[src/shared/stt_defs.vh]
// Register addresses, field positions, reset values and fixed ratios of the system timebase.
`ifndef STT_DEFS_VH
`define STT_DEFS_VH

// ==========================================================================
// Special function register addresses
// ==========================================================================
`define STT_ADDR_POWER_DOWN_CONTROL   8'hF1
`define STT_ADDR_CONV_CLK_DIVIDER     8'hF6
`define STT_ADDR_SECONDS_INTERVAL     8'hF9
`define STT_ADDR_MS_INTERVAL          8'hFA
`define STT_ADDR_US_DIVIDER           8'hFB
`define STT_ADDR_MS_DIVIDER_LOW       8'hFC
`define STT_ADDR_MS_DIVIDER_HIGH      8'hFD
`define STT_ADDR_HUNDRED_MS_DIVIDER   8'hFE

// ==========================================================================
// Reset values
// ==========================================================================
`define STT_RST_POWER_DOWN_CONTROL    7'h7F
`define STT_RST_CONV_CLK_DIVIDER      7'h03
`define STT_RST_INTERVAL              7'h7F
`define STT_RST_US_DIVIDER            5'h03
`define STT_RST_MS_DIVIDER_LOW        8'h9F
`define STT_RST_MS_DIVIDER_HIGH       8'h0F
`define STT_RST_HUNDRED_MS_DIVIDER    8'h63

// ==========================================================================
// Field positions and widths
// ==========================================================================
`define STT_WRITE_TIMING_BIT          7
`define STT_TIMER_POWER_DOWN_BIT      1
`define STT_INTERVAL_WIDTH            7
`define STT_CONV_DIV_WIDTH            7
`define STT_US_DIV_WIDTH              5

// ==========================================================================
// Fixed ratios
// ==========================================================================
`define STT_MOD_RATIO                 64
`define STT_MOD_RELOAD                6'h3F

`endif

[src/hdl/stt_divider.v]
// Reloading divider that issues a one-cycle tick every reload plus one enabled cycles.
`timescale 1ns/1ps

module stt_divider #(
   parameter WIDTH = 8
) (
   input  wire             core_clk,
   input  wire             rstn,
   input  wire             enable,
   input  wire [WIDTH-1:0] reload,
   output wire             tick
);

   reg  [WIDTH-1:0] count;
   wire             wrap;

   // A count above a freshly lowered reload value also wraps, so the divider never runs away.
   assign wrap = enable && (count >= reload);
   assign tick = wrap;

   always @(posedge core_clk or negedge rstn) begin
      if (!rstn) begin
         count <= {WIDTH{1'b0}};
      end else if (wrap) begin
         count <= {WIDTH{1'b0}};
      end else if (enable) begin
         count <= count + {{(WIDTH-1){1'b0}}, 1'b1};
      end
   end

endmodule // stt_divider

[src/hdl/stt_timebase.v]
// System timebase: clock dividers, microsecond and millisecond ticks, and two interval timers.
//
// Summary of operation
// - Converter clock tick is system clock divided by seven-bit value plus one, reset 3.
// - Modulator tick is converter tick divided by 64; data rate derives from it.
// - Microsecond tick is system clock divided by five-bit value plus one, reset 3.
// - Microsecond tick is offered as the flash write duration time base.
// - Millisecond tick period is high times 256 plus low plus one cycles; low resets 0x9F.
// - Millisecond tick is offered as the flash erase duration time base.
// - Seconds timer counts 100 ms ticks, period count plus one, count resets 0x7F.
// - Seconds timer period ranges from 100 ms to 12.8 seconds.
// - Reading the seconds timer register clears its pending interrupt.
// - Pending seconds interrupt is visible for the auxiliary interrupt register.
// - Write timing select bit 7 of each interval register reads as zero.
// - Seconds write with select zero loads the new count at current expiry.
// - Seconds write with select one loads the counter right after the write.
// - Millisecond timer counts millisecond ticks, period count plus one, reset 0x7F.
// - Reading the millisecond timer register clears its pending interrupt.
// - Millisecond timer loads at expiry if select zero, immediately if select one.
// - Timer power down bit one stops the system timer logic; zero runs it.
// - Millisecond divider high byte is its own register, reset 0x0F.
// - 100 ms tick is millisecond tick divided by eight-bit value plus one, reset 0x63.
`timescale 1ns/1ps
`include "stt_defs.vh"

module stt_timebase (
   input  wire       core_clk,
   input  wire       rstn,
   input  wire [7:0] sfrAddr,
   input  wire [7:0] sfrWrData,
   input  wire       sfrWr,
   input  wire       sfrRd,
   output reg  [7:0] sfrRdData,
   output reg        sfrRdHit,
   output wire       convClkTick,
   output wire       modulatorClkTick,
   output wire       usTick,
   output wire       msTick,
   output wire       hundredMsTick,
   output wire       flashWriteTimebase,
   output wire       flashEraseTimebase,
   output wire       secondsIrq,
   output wire       msIrq,
   output wire       timerPowerDown
);

   // The two interval timers share one generate body; these indices pick the seconds
   // timer and the millisecond timer out of the per-timer vectors and arrays.
   localparam NUM_TIMERS = 2;
   localparam SEC_IDX    = 0;
   localparam MS_IDX     = 1;

   // ==========================================================================
   // Address decode
   // ==========================================================================
   function hit;
      input [7:0] addr;
      input [7:0] target;
      begin
         hit = (addr == target);
      end
   endfunction

   wire wrPowerDown = sfrWr && hit(sfrAddr, `STT_ADDR_POWER_DOWN_CONTROL);
   wire wrConvDiv   = sfrWr && hit(sfrAddr, `STT_ADDR_CONV_CLK_DIVIDER);
   wire wrUsDiv     = sfrWr && hit(sfrAddr, `STT_ADDR_US_DIVIDER);
   wire wrMsLow     = sfrWr && hit(sfrAddr, `STT_ADDR_MS_DIVIDER_LOW);
   wire wrMsHigh    = sfrWr && hit(sfrAddr, `STT_ADDR_MS_DIVIDER_HIGH);
   wire wrHundredMs = sfrWr && hit(sfrAddr, `STT_ADDR_HUNDRED_MS_DIVIDER);

   // A timer read strobe clears the pending flag of that timer, so the read decode is
   // kept per timer rather than folded into the read multiplexer.
   wire [NUM_TIMERS-1:0] tmrWr;
   wire [NUM_TIMERS-1:0] tmrRd;
   assign tmrWr[SEC_IDX] = sfrWr && hit(sfrAddr, `STT_ADDR_SECONDS_INTERVAL);
   assign tmrWr[MS_IDX]  = sfrWr && hit(sfrAddr, `STT_ADDR_MS_INTERVAL);
   assign tmrRd[SEC_IDX] = sfrRd && hit(sfrAddr, `STT_ADDR_SECONDS_INTERVAL);
   assign tmrRd[MS_IDX]  = sfrRd && hit(sfrAddr, `STT_ADDR_MS_INTERVAL);

   // ==========================================================================
   // Configuration registers
   // ==========================================================================
   reg  [6:0]                     powerDownControl;
   reg  [`STT_CONV_DIV_WIDTH-1:0] convClkDivider;
   reg  [`STT_US_DIV_WIDTH-1:0]   microsecondDivider;
   reg  [7:0]                     msDividerLow;
   reg  [7:0]                     msDividerHigh;
   reg  [7:0]                     hundredMsDivider;

   // Every configuration register is written whole in the cycle of its strobe; a divider
   // picks up a new reload value on its very next enabled cycle.
   always @(posedge core_clk or negedge rstn) begin
      if (!rstn) begin
         powerDownControl   <= `STT_RST_POWER_DOWN_CONTROL;
         convClkDivider     <= `STT_RST_CONV_CLK_DIVIDER;
         microsecondDivider <= `STT_RST_US_DIVIDER;
         msDividerLow       <= `STT_RST_MS_DIVIDER_LOW;
         msDividerHigh      <= `STT_RST_MS_DIVIDER_HIGH;
         hundredMsDivider   <= `STT_RST_HUNDRED_MS_DIVIDER;
      end else begin
         if (wrPowerDown) begin
            powerDownControl <= sfrWrData[6:0];
         end
         if (wrConvDiv) begin
            convClkDivider <= sfrWrData[`STT_CONV_DIV_WIDTH-1:0];
         end
         if (wrUsDiv) begin
            microsecondDivider <= sfrWrData[`STT_US_DIV_WIDTH-1:0];
         end
         if (wrMsLow) begin
            msDividerLow <= sfrWrData;
         end
         if (wrMsHigh) begin
            msDividerHigh <= sfrWrData;
         end
         if (wrHundredMs) begin
            hundredMsDivider <= sfrWrData;
         end
      end
   end

   // ==========================================================================
   // Power control
   // ==========================================================================
   // Only the system timer bit acts here; the other power-down bits are stored for readback.
   // Powering down freezes the microsecond, millisecond and hundred millisecond dividers
   // and both interval timers; their counts are held, not cleared, so they resume in place.
   assign timerPowerDown = powerDownControl[`STT_TIMER_POWER_DOWN_BIT];
   wire   timerRun       = ~timerPowerDown;

   // ==========================================================================
   // Tick dividers
   // ==========================================================================
   // Each divider issues a one-cycle tick when its count reaches the reload value, so the
   // tick period is the reload value plus one enabled cycles.
   // The converter clock belongs to the converter and is not stopped by the timer bit.
   stt_divider #(.WIDTH(`STT_CONV_DIV_WIDTH)) u_convDiv (
      .core_clk (core_clk),
      .rstn     (rstn),
      .enable   (1'b1),
      .reload   (convClkDivider),
      .tick     (convClkTick)
   );

   stt_divider #(.WIDTH(6)) u_modDiv (
      .core_clk (core_clk),
      .rstn     (rstn),
      .enable   (convClkTick),
      .reload   (`STT_MOD_RELOAD),
      .tick     (modulatorClkTick)
   );

   stt_divider #(.WIDTH(`STT_US_DIV_WIDTH)) u_usDiv (
      .core_clk (core_clk),
      .rstn     (rstn),
      .enable   (timerRun),
      .reload   (microsecondDivider),
      .tick     (usTick)
   );

   stt_divider #(.WIDTH(16)) u_msDiv (
      .core_clk (core_clk),
      .rstn     (rstn),
      .enable   (timerRun),
      .reload   ({msDividerHigh, msDividerLow}),
      .tick     (msTick)
   );

   stt_divider #(.WIDTH(8)) u_hundredMsDiv (
      .core_clk (core_clk),
      .rstn     (rstn),
      .enable   (msTick),
      .reload   (hundredMsDivider),
      .tick     (hundredMsTick)
   );

   assign flashWriteTimebase = usTick;
   assign flashEraseTimebase = msTick;

   // ==========================================================================
   // Interval timers
   // ==========================================================================
   wire [NUM_TIMERS-1:0]            tmrTick;
   reg  [`STT_INTERVAL_WIDTH-1:0]   tmrValue [0:NUM_TIMERS-1];
   reg  [`STT_INTERVAL_WIDTH-1:0]   tmrCount [0:NUM_TIMERS-1];
   reg  [NUM_TIMERS-1:0]            tmrFlag;
   wire [NUM_TIMERS-1:0]            tmrExpire;

   // The seconds timer runs on the hundred millisecond tick and the millisecond timer on the
   // millisecond tick; both count down and expire on a tick that finds the count at zero.
   assign tmrTick[SEC_IDX] = hundredMsTick;
   assign tmrTick[MS_IDX]  = msTick;

   genvar i;
   generate
      for (i = 0; i < NUM_TIMERS; i = i + 1) begin : g_timer
         wire immediate = sfrWrData[`STT_WRITE_TIMING_BIT];

         assign tmrExpire[i] = tmrTick[i] && (tmrCount[i] == {`STT_INTERVAL_WIDTH{1'b0}});

         always @(posedge core_clk or negedge rstn) begin
            if (!rstn) begin
               tmrValue[i] <= `STT_RST_INTERVAL;
               tmrCount[i] <= `STT_RST_INTERVAL;
            end else begin
               if (tmrWr[i]) begin
                  tmrValue[i] <= sfrWrData[`STT_INTERVAL_WIDTH-1:0];
               end
               // An immediate write outranks the expiry reload of the same cycle.
               if (tmrWr[i] && immediate) begin
                  tmrCount[i] <= sfrWrData[`STT_INTERVAL_WIDTH-1:0];
               end else if (tmrExpire[i]) begin
                  // A delayed write sits in the value register until this reload.
                  tmrCount[i] <= tmrValue[i];
               end else if (tmrTick[i]) begin
                  tmrCount[i] <= tmrCount[i] - {{(`STT_INTERVAL_WIDTH-1){1'b0}}, 1'b1};
               end
            end
         end

         // The flag is set on expiry and held until a read; an expiry in the read cycle wins.
         always @(posedge core_clk or negedge rstn) begin
            if (!rstn) begin
               tmrFlag[i] <= 1'b0;
            end else if (tmrExpire[i]) begin
               tmrFlag[i] <= 1'b1;
            end else if (tmrRd[i]) begin
               tmrFlag[i] <= 1'b0;
            end
         end
      end
   endgenerate

   // ==========================================================================
   // Pending flags
   // ==========================================================================
   // The flags leave as levels straight from their flip-flops for the interrupt register.
   assign secondsIrq = tmrFlag[SEC_IDX];
   assign msIrq      = tmrFlag[MS_IDX];

   // ==========================================================================
   // Read path
   // ==========================================================================
   // Read data is registered one cycle after the strobe and then stands until the next
   // read. Timer registers return the programmed value, not the running count, and the
   // write timing select bit always reads as zero.
   reg [7:0] next_rdData;
   reg       next_rdHit;

   always @* begin
      next_rdData = 8'h00;
      next_rdHit  = 1'b1;
      case (sfrAddr)
         `STT_ADDR_POWER_DOWN_CONTROL: begin
            next_rdData = {1'b0, powerDownControl};
         end
         `STT_ADDR_CONV_CLK_DIVIDER: begin
            next_rdData = {1'b0, convClkDivider};
         end
         `STT_ADDR_SECONDS_INTERVAL: begin
            next_rdData = {1'b0, tmrValue[SEC_IDX]};
         end
         `STT_ADDR_MS_INTERVAL: begin
            next_rdData = {1'b0, tmrValue[MS_IDX]};
         end
         `STT_ADDR_US_DIVIDER: begin
            next_rdData = {3'h0, microsecondDivider};
         end
         `STT_ADDR_MS_DIVIDER_LOW: begin
            next_rdData = msDividerLow;
         end
         `STT_ADDR_MS_DIVIDER_HIGH: begin
            next_rdData = msDividerHigh;
         end
         `STT_ADDR_HUNDRED_MS_DIVIDER: begin
            next_rdData = hundredMsDivider;
         end
         default: begin
            next_rdHit = 1'b0;
         end
      endcase
   end

   always @(posedge core_clk or negedge rstn) begin
      if (!rstn) begin
         sfrRdData <= 8'h00;
         sfrRdHit  <= 1'b0;
      end else if (sfrRd) begin
         sfrRdData <= next_rdData;
         sfrRdHit  <= next_rdHit;
      end else begin
         sfrRdHit  <= 1'b0;
      end
   end

endmodule // stt_timebase

[config.mk]
export PLATFORM = sky130hd
export DESIGN_NAME = stt_timebase
export DESIGN_NICKNAME = d
export VERILOG_FILES = /design/src/hdl/stt_divider.v /design/src/hdl/stt_timebase.v
export VERILOG_INCLUDE_DIRS = /design/src /design/src/shared
export SDC_FILE = /design/constraint.sdc
export NUM_CORES = 1
export LEC_CHECK = 0
export BUFFER_PORTS_ARGS = -buffer_cell sky130_fd_sc_hd__buf_4
export CAP_MARGIN = 5
export CORE_MARGIN = 2
export CORE_UTILIZATION = 30
export CTS_CLUSTER_SIZE = 10
export DETAILED_ROUTE_END_ITERATION = 16
export PLACE_DENSITY_LB_ADDON = 0.08
export SETUP_SLACK_MARGIN = 0.5
export SLEW_MARGIN = 20
export SYNTH_ARGS = -nofsm -noshare
export SYNTH_HDL_FRONTEND = slang
export SYNTH_HIERARCHICAL = 1
export SYNTH_SLANG_ARGS = --single-unit
[constraint.sdc]
create_clock -name core_clk -period 4.6 [get_ports core_clk]
set_clock_uncertainty 0.15 [all_clocks]
set_input_delay 0.23 -clock core_clk [delete_from_list [all_inputs] [get_ports core_clk]]
set_output_delay 0.23 -clock core_clk [all_outputs]
set_load 0.01 [all_outputs]
==> Word level (Yosys, flattened, before mapping) <==
Index checks and enable logic that the tools add are counted.
{ "classes": {"addsub": 7, "order_cmp": 5, "eq_ne": 10, "mux": 22, "bitwise": 1, "n_reduce_logical": 27} }
{ "op_table": {"columns": ["cell", "count"], "rows": [
  ["$eq 8x8->1 const B", 8],
  ["$pmux 8 s8", 1],
  ["$mux 7", 7],
  ["$mux 16", 2],
  ["$logic_and 1x1->1", 18],
  ["$add 16x1->16 const B", 1],
  ["$ge 16x16->1", 1],
  ["$mux 8", 2],
  ["$logic_not 7->1", 2],
  ["$sub 7x1->7 const B", 2],
  ["$mux 6", 2],
  ["$mux 5", 2],
  ["$add 8x1->8 const B", 1],
  ["$ge 8x8->1", 1],
  ["$reduce_bool 2->1", 4],
  ["$reduce_or 8->1", 1],
  ["$add 7x1->7 const B", 1],
  ["$ge 7x7->1", 1],
  ["$add 6x1->6 const B", 1],
  ["$ge 6x6->1 const B", 1],
  ["$mux 1", 6],
  ["$reduce_bool 3->1", 2],
  ["$add 5x1->5 const B", 1],
  ["$ge 5x5->1", 1],
  ["other kinds (3)", 3]
]} }
{ "totals": {"ff_bits": 124, "output_inout_bits": 19, "wordCells": 91} }

==> Longest topological paths before layout <==
Gate-level depths: netlist of the first run.
{ "logic_depth": {"depth_word": 6, "ltp_mapped": 15, "mapped_depth_nobuf": 12} }

==> Hierarchy <==
Netlist of the first run, hierarchy kept.
{ "by_module_without_submodules": {"columns": ["module", "instances", "cells_per_inst", "area_each_um2", "seq_area_each_um2"], "rows": [
  ["stt_timebase", 1, 373, 4292.9, 2118.3],
  ["stt_divider at u_msDiv", 1, 136, 1239.9, 400.4],
  ["stt_divider at u_hundredMsDiv", 1, 67, 623.1, 200.2],
  ["stt_divider at u_convDiv", 1, 59, 538.0, 175.2],
  ["stt_divider at u_modDiv", 1, 51, 535.5, 150.1],
  ["stt_divider at u_usDiv", 1, 41, 374.1, 125.1]
]} }

==> Least setup slack after synthesis of the first run <==
Ideal clock, no wire load.
{ "synth_path": {"path_type": "register -> register", "from": "register msDividerHigh[3]", "to": "register tmrCount[12] (netlist name)", "setup_ns": 0.082, "arrival_ns": 3.610, "setup_slack_ns": 0.758, "stages_incl_launch_ff": 15, "period_less_slack_ns": 3.842, "path_cell_list": "dfstp_2 -> inv_1 -> ha_1 -> and4_1 -> nand2_1 -> a2111oi_1 -> or4_4 -> and2_1 -> buf_2 -> clkbuf_1 -> and2_1 -> or4b_2 -> o31ai_1 -> o41ai_1 -> mux2_2"} }
{ "synth_via": {"elab_chain_cells": 6} }
{ "synth_rtl": {"columns": ["item", "line", "source"], "rows": [
  ["from (decl)", "stt_timebase.v:87", "reg [7:0] msDividerHigh;"],
  ["from (signal assigned)", "stt_timebase.v:98", "msDividerHigh <= `STT_RST_MS_DIVIDER_HIGH;"],
  ["from (signal assigned)", "stt_timebase.v:114", "msDividerHigh <= sfrWrData;"],
  ["$ge 16x16->1 *", "stt_divider.v:18", "assign wrap = enable && (count >= reload);"],
  ["$logic_and 1x1->1 *", "stt_divider.v:18", null],
  ["net flashEraseTimebase", "stt_timebase.v:41", "output wire flashEraseTimebase,"],
  ["$logic_and 1x1->1 *", "stt_divider.v:18", null],
  ["net hundredMsTick", "stt_timebase.v:39", "output wire hundredMsTick,"],
  ["$logic_and 1x1->1", "stt_timebase.v:199", "assign tmrExpire[i] = tmrTick[i] && (tmrCount[i] == {`STT_INTERVAL_WIDTH{1'b0}});"],
  ["$mux 7", "stt_timebase.v:212", "end else if (tmrExpire[i]) begin"],
  ["$mux 7", "stt_timebase.v:210", "if (tmrWr[i] && immediate) begin"],
  ["to (signal, indexed assignment)", "stt_timebase.v:211", "tmrCount[i] <= sfrWrData[`STT_INTERVAL_WIDTH-1:0];"],
  ["to (signal, indexed assignment)", "stt_timebase.v:214", "tmrCount[i] <= tmrValue[i];"],
  ["to (signal, indexed assignment)", "stt_timebase.v:216", "tmrCount[i] <= tmrCount[i] - {{(`STT_INTERVAL_WIDTH-1){1'b0}}, 1'b1};"],
  ["to (decl)", "stt_timebase.v:185", "reg [`STT_INTERVAL_WIDTH-1:0] tmrCount [0:NUM_TIMERS-1];"]
]} }
The timed path passes the listed nets; every way through them passes the cells marked *.
A chain may end at the register's enable or synchronous reset.

==> Final worst setup path of the first run <==
{ "layout_path": {"from": "register msDividerHigh[3]", "to": "register tmrCount[12] (netlist name)"} }
{ "layout_via": {"elab_chain_cells": 6} }
{ "layout_rtl": {"columns": ["item", "line"], "rows": [
  ["$ge 16x16->1 *", "stt_divider.v:18"],
  ["$logic_and 1x1->1 * (2 in a row)", "stt_divider.v:18"],
  ["$logic_and 1x1->1", "stt_timebase.v:199"],
  ["$mux 7", "stt_timebase.v:212"],
  ["$mux 7", "stt_timebase.v:210"]
]} }
Mark *: on every way between the ends. The rest lies on a longest branch, timed or not.

==> results of run 1 <==
## area by class of cell
class	count	area, µm²	area share [%]
clock buffer	23	499	5.63
clock inverter	9	85.1	0.960
inverter	79	297	3.35
multi-input combinational	502	4020	45.4
sequential	124	3170	35.8
tap	330	413	4.66
timing repair buffer	48	378	4.26
## layout by cell type, fill, tap and decap left out, drive strengths merged, types with 6 or more instances in the layout
cell type / n
o22ai: 15
o21ai: 29
o2bb2ai: 6
a21o: 8
xor2: 13
dfstp: 53
and4: 9
conb: 10
dfrtp: 71
nor3: 7
xnor2: 6
and3: 12
nand4: 12
a21oi: 30
nand3: 28
ha: 49
nor2: 35
dlygate4sd3: 7
a211oi: 7
and2: 7
mux2i: 18
nand2: 28
buf: 41
clkbuf: 23
a31oi: 6
nand2b: 9
mux2: 65
nor2b: 7
inv: 80
## routing by layer
layer / vias up / share of wire, % / wire length, µm
li1: 2738 / - / -
met1: 2868 / 50 / 10600
met2: 75 / 46 / 9660
met3: 19 / 2.6 / 554
met4: 0 / 1.4 / 293
met5: - / 0 / 0
## cells by family (layout without fill, tap and decap cells)
kind of cell | after synthesis | in the layout | synth area share (%)
AOI/OAI and AO/OA | 153 | 153 | 15.4
xor gates and xnor gates | 19 | 19 | 2.19
adders and majority gates | 49 | 49 | 8.06
buffers and inverters | 110 | 159 | 5.91
DFF | 124 | 124 | 41.7
muxes | 83 | 83 | 12.0
other | 1 | 10 | 0.0493
and+or+nand+nor | 188 | 188 | 14.7
## critical path, stage by stage, from the launching register on
cell and delay, ns:
dfstp_2 0.54, inv_1 0.05, ha_1 0.31, and4_1 0.18, nand2_1 0.07, a2111oi_1 0.34, or4_4 0.28, and2_1 0.22
and2_2 0.32, or4b_2 0.63, o31ai_1 0.22, o41ai_1 0.10, mux2_2 0.27
## stage by stage
stage / instances / hold WS, ns / worst slack, ns / power, mW / area (µm²)
floorplan: 736 / -0.216 / 0.758 / 2.32 / 7640
global placement: 1076 / 0.0730 / 0.802 / 2.62 / 8210
detailed placement: 1076 / 0.0824 / 0.753 / 2.65 / 8210
CTS: 1115 / 0.0149 / 0.718 / 4.02 / 8860
global route: 1115 / 0.0345 / 0.624 / 4.23 / 8860
finish: 1115 / 0.0249 / 0.860 / 3.96 / 8860
## final timing paths
path / start / end / slack (ns) / cells after the start
min in group asynchronous: rstn / convClkDivider[2] / 0.17 / 2
max in group asynchronous: rstn / msDividerHigh[7] / 3.14 / 3
max reg2reg: msDividerHigh[3] / tmrCount[12] / 0.86 / 12
min reg2reg: powerDownControl[3] / powerDownControl[3] / 0.35 / 2
max: msDividerHigh[3] / tmrCount[12] / 0.86 / 12
min: sfrWrData[5] / tmrCount[5] / 0.02 / 3
## power by group through the flow
stage / sequential (mW) / clock, mW / combinational, mW
5_1_grt: 1.50 / 1.43 / 1.30
3_3_place_gp: 1.48 / 0 / 1.14
3_5_place_dp: 1.48 / 0 / 1.16
4_1_cts: 1.47 / 1.38 / 1.17
2_1_floorplan: 1.42 / 0 / 0.896
6_report: 1.47 / 1.33 / 1.16
## registers in the layout, indices dropped and copies added (netlist names)
register	count
msDividerLow	8
tmrValue	14
msIrq	1
secondsIrq	1
msDividerHigh	8
u_usDiv/count	5
u_modDiv/count	6
hundredMsDivider	8
u_msDiv/count	16
tmrCount	14
microsecondDivider	5
u_hundredMsDiv/count	8
sfrRdHit	1
powerDownControl	7
convClkDivider	7
sfrRdData	8
u_convDiv/count	7
## repair_timing
item,4_1_cts,5_1_grt
endpoints found under the setup margin,0,3
endpoints found under the hold margin,52,0
hold buffers,7,0
gates resized for setup,0,1
## cell usage after synthesis, types with 8 or more instances
| library cell | n | area, µm² |
|---|---|---|
| nand3_1 | 28 | 140 |
| o21ai_0 | 23 | 115 |
| o22ai_1 | 15 | 93.8 |
| and4_1 | 9 | 78.8 |
| inv_1 | 79 | 297 |
| a21oi_1 | 25 | 125 |
| and3_1 | 12 | 75.1 |
| ha_1 | 49 | 613 |
| nand4_1 | 10 | 62.6 |
| mux2_2 | 65 | 732 |
| nand2_1 | 28 | 105 |
| nor2_1 | 32 | 120 |
| clkbuf_1 | 12 | 45.0 |
| dfrtp_1 | 71 | 1780 |
| dfstp_2 | 53 | 1390 |
| mux2i_1 | 18 | 180 |
| buf_2 | 11 | 55.1 |
| a21o_1 | 8 | 60.1 |
| xor2_1 | 13 | 114 |
==> run metrics, run 1 <==
postcts setup bufs=0; number of flops mapped to enable cells by yosys=0; initial antenna violation count=0; crit start category=flop; layout overhead on the synthesized area=16.5%; antenna cells=0; crit path kind=reg -> reg; mean post-synth cell area=about 10 µm²; CP arrival=just under 4 ns; first-pass GRT wire length=34.1 mm; First-pass DRT Iterations=4; P_sw=around 1.4 mW; Internal Power=approximately 2.6 mW; f_max=267 MHz; residual overflow from global routing=0; worst skew pair latency=around 0.42 ns; synth unique cells=between 80 and 90; Die Wd=between 150 and 200 µm; initial core utilization=30.4%; Critical Path End Type=flop; CTS clk-pin slew, worst paths=0.06 ns; Yosys reg bits=about 120; fin crit share=81.3%; # DRC=0; Tmin final=3.74 ns; leak pwr=about 3.8 nW; Worst Hold Class=in -> reg; Synth Flop Type=dfrtp_1; power per cell area=~450 mW/mm²; Flop pwr share=a little under two fifths; Total Neg Setup Slack=0 ns; Filler cells=approximately 2500; Hold Vio Cnt, Final=0; TritonCTS buffer count=17; layout cell share with drive strength beyond 1=~28%; cell row count=58; Slew @ Worst Pin=a little over 0.8 ns; # IOs=39; CP required=4.80 ns; Sw Share=about a third; H-Tree Depth=4; status=completed; routing usage on met3=under 10%; die area=roughly 0.027 mm²; Antenna Nets Post-Route=0; DR vias/cell=just over 5; core box area=approximately 0.025 mm²; Rel. slew slack=45.0%; synthesized area=approximately 0.0076 mm²; YS warnings=6; WL/cell=approximately 19 µm; Logic pwr share=29.2%; number of global-route vias before repair=5805; final net count=between 800 and 900; WL final=roughly 21 mm; CTS max path bufs=2; Total GRT Usage=between 10% and 20%; # port buffers=38; root buffer cell=clkbuf_16; Placer Congestion=0.806; TritonCTS Sinks=around 120; RSZ-0062 raised after global routing=no; Seq/Total Area, Yosys=a little over two fifths; CP Max Fanout=13; CTS tree=done; Cells after Synth=727; Max-cap violations=0; peak supply drop=0.000215 V; via total after detailed routing=5700; Final setup viols=0; global routing usage on met1=between 20% and 30%; Most Used Layer, Global Route=met2; Final Max Slew Viols=0; Post-synth ARST share=100%; dpl hpwl=~15 mm; clock share of power=33.6%; Die Ht=163 µm; M2 GR Usage=a little over a quarter; final core utilization=a little over a third; largest net degree at the start of global routing=48; First DRT Iteration DRCs=240
(Power assumes the default switching activity.)
==> run 2: changes to the inputs <==
ABC_AREA = 1   (was default)
clock period = 3.31 ns   (was 4.6 ns; I/O delays follow)
==> run metrics, run 2 <==
design area=0.00976 mm² (was 0.00886 mm²); layout overhead on the synthesized area=17.6% (was 16.5%); Hold Vio Cnt, Final=0 (unchanged); Placed Area=0.00892 mm² (was 0.00821 mm²); Rel. slew slack=50.5% (was 45.0%); Final Max Slew Viols=0 (unchanged); crit start category=flop (unchanged); Yosys reg bits=124 (unchanged); CP arrival=2.35 ns (was 3.94 ns); TritonCTS Sinks=124 (unchanged); Worst Min Path Start=sfrWr (was sfrWrData[5]); WL final=22.8 mm (was 21.1 mm); H-Tree Depth=4 (unchanged); final net count=1188 (was 841); CP required=2.99 ns (was 4.80 ns); RSZ-0062 raised after global routing=no (unchanged); count leader, synth=nand2_1 (was inv_1); residual overflow from global routing=0 (unchanged); # DRC=0 (unchanged); Die Ht=170 µm (was 163 µm); adder-cell area share of the yosys netlist=7.39% (was 8.06%); initial core utilization=30.7% (was 30.4%); largest net degree at the start of global routing=73 (was 48); CTS max path bufs=2 (unchanged); CTS tree=done (unchanged); initial antenna violation count=0 (unchanged); Synth Area in Compound Gates=8.74% (was 15.4%); mux share of post-synthesis cell area=0% (was 12.0%); core box area=0.0270 mm² (was 0.0250 mm²); antenna cells=0 (unchanged); mean post-synth cell area=7.91 µm² (was 10.5 µm²); TritonCTS buffer count=17 (unchanged); Internal Power=3.14 mW (was 2.60 mW); Placer Congestion=0.797 (was 0.806); Setup WS pre-CTS=0.553 ns (was 0.753 ns); Filler cells=2876 (was 2524); status=completed (unchanged); Sw Share=30.5% (was 34.3%); Synth Area in Simple Gates=33.8% (was 14.7%); via total after detailed routing=6754 (was 5700); peak supply drop=0.000297 V (was 0.000215 V); Final setup viols=0 (unchanged); Synth top area share=21.4% (was 23.4%); Seq/Total Area, Yosys=38.2% (was 41.7%); power per cell area=464 mW/mm² (was 447 mW/mm²); Total Neg Setup Slack=0 ns (unchanged); P_sw=1.38 mW (was 1.36 mW); Worst Hold Class=in -> reg (unchanged); First DRT Iteration DRCs=424 (was 240); cell row count=60 (was 58); M2 GR Usage=26.5% (was 26.4%); RR Startpoint=msDividerLow[3] (was msDividerHigh[3]); largest area contributor in the netlist=dfrtp_1 (unchanged); Biggest register=u_msDiv/count (unchanged); routing usage on met3=2.91% (was 2.95%); WL/cell=15.4 µm (was 18.9 µm); first-pass GRT wire length=37.1 mm (was 34.1 mm); root buffer cell=clkbuf_16 (unchanged); register area=0.00317 mm² (unchanged); number of global-route vias before repair=6675 (was 5805); synth top area cells=dfrtp_1 (21%), dfstp_2 (17%), nand2_1 (13%), ha_1 (7.4%), nand3_1 (6.5%) (was dfrtp_1 (23%), dfstp_2 (18%), mux2_2 (9.6%), ha_1 (8.1%), inv_1 (3.9%)); CP Max Fanout=8 (was 13); synth unique cells=42 (was 87); Most Used Layer, Global Route=met2 (unchanged); crit path kind=reg -> out (was reg -> reg); Flop pwr share=39.6% (was 37.1%); die area=0.0290 mm² (was 0.0266 mm²); Synth Flop Type=dfrtp_1 (unchanged); CTS clk-pin slew, worst paths=0.06 ns (about the same); Total Power=4.52 mW (was 3.96 mW); final worst slack=0.645 ns (was 0.860 ns); DR vias/cell=4.59 (was 5.11); fin crit share=around four fifths; synthesized area=0.00830 mm² (was 0.00760 mm²); clock share of power=41.2% (was 33.6%); Antenna Nets Post-Route=0 (unchanged); dpl hpwl=16.6 mm (was 15.5 mm); First-pass DRT Iterations=5 (was 4); Logic pwr share=19.2% (was 29.2%); multi-input combinational cell area=0.00445 mm² (was 0.00402 mm²); Synth top cells by count=nand2_1 (297), inv_1 (134), nand3_1 (108), dfrtp_1 (71), dfstp_2 (53) (was inv_1 (79), dfrtp_1 (71), mux2_2 (65), dfstp_2 (53), ha_1 (49)); Max-cap violations=0 (unchanged); Cells after Synth=1049 (was 727); post-synthesis xor/xnor area fraction=2.53% (was 2.19%); # IOs=39 (unchanged); worst skew pair latency=0.42 ns (about the same); f_max=375 MHz; biggest regs=u_msDiv/count x16, tmrCount x14, tmrValue x14 (unchanged); Total GRT Usage=16.7% (was 16.8%); leak pwr=4.74 nW (was 3.84 nW); final core utilization=36.1% (was 35.4%); Post-synth ARST share=100% (unchanged); Tmin final=approximately 2.7 ns; layout cell share with drive strength beyond 1=23.6% (was 28.3%); CP startpoint=msDividerLow[3] (was msDividerHigh[3]); YS warnings=6 (unchanged); Slew @ Worst Pin=0.743 ns (was 0.824 ns); Die Wd=170 µm (was 163 µm); Critical Path End Type=output port (was flop); most frequent cells in the layout=nand2_1 (295), inv_1 (133), nand3_1 (107) (was inv_1 (79), dfrtp_1 (71), mux2_2 (65)); main combinational cell family by area after synthesis=simple AND/OR/NAND/NOR gates (was compound AO/OA/AOI/OAI gates); number of flops mapped to enable cells by yosys=0 (unchanged); global routing usage on met1=23.4% (was 23.8%); commonest non-fill, non-tap cell in the layout=nand2_1 (was inv_1); max reg flops=16 (unchanged); # port buffers=38 (unchanged)
## run 2: cell types whose count changed after synthesis, moves of 19 or more
cell	change
nand2_2	+22
nand3_1	+80
o21a_1	+19
mux2_2	-65
inv_1	+55
nand2_1	+269
nor2_2	+19
nor2_1	+19
## run 2: layout make-up
cell class	instances	share of cell area, %
Multi-Input combinational cell	764	45.6
Sequential cell	124	32.5
Timing Repair Buffer	64	5.86
Inverter	148	5.72
Clock buffer	26	5.35
Tap cell	341	4.37
Clock inverter	6	0.590
## run 2: repair_timing
item / in CTS / in global routing
buffers inserted: 1 / 9
pin swaps: 1 / 4
endpoints found under the setup margin: 4 / 19
endpoints found under the hold margin: 74 / 0
gates resized for setup: 2 / 12
hold buffers: 10 / 0
cloned: 0 / 1
## run 2: power by group through the flow
stage	registers (mW)	logic [mW]	clock network, mW
2_1_floorplan	1.78	0.629	0
3_3_place_gp	1.82	0.844	0
3_5_place_dp	1.82	0.842	0
4_1_cts	1.80	0.871	1.92
5_1_grt	1.81	1.01	1.99
6_report	1.79	0.869	1.86
## run 2: critical path: stages, from the launching register on
cell	delay, ns
dfstp_2	0.55
inv_1	0.07
ha_4	0.26
nand2_1	0.06
nor2_1	0.08
nor2_1	0.04
nand2_1	0.04
nand2_1	0.06
nand2_2	0.09
nand2_4	0.06
a21oi_4	0.21
buf_6	0.14
buf_12	0.13
buf_4	0.13
## run 2: kinds of logic after synthesis
| family | Yosys count |
|---|---|
| buffers and inverters | 171 |
| other | 1 |
| and+or+nand+nor | 570 |
| xor gates and xnor gates | 24 |
| adders and majority gates | 49 |
| AOI/OAI and AO/OA | 110 |
| DFF | 124 |
## run 2: metal layers
layer	part of all wire, %	up-vias	routed length, µm
li1	-	3504	-
met1	51	3132	11500
met2	45	97	10200
met3	3.0	21	686
met4	1.6	0	359
met5	0	-	0
## run 2: path summary, 6_finish.rpt
kind | end | slack [ns] | cells past startpoint
setup / recovery | flashEraseTimebase | 0.64 | 13
hold / removal | microsecondDivider[0] | 0.02 | 3
setup reg to reg | u_hundredMsDiv/count[6] | 0.71 | 17
hold reg to reg | sfrRdData[4] | 0.33 | 2
max in group asynchronous | msDividerHigh[1] | 2.03 | 3
min in group asynchronous | u_hundredMsDiv/count[0] | 0.18 | 2
## run 2: per-stage QoR
step	hold WS, ns	std cells
2_1_floorplan	-0.280	1059
3_3_place_gp	0.112	1420
3_5_place_dp	0.103	1420
4_1_cts	0.00512	1463
5_1_grt	0.0199	1473
6_report	0.0205	1473
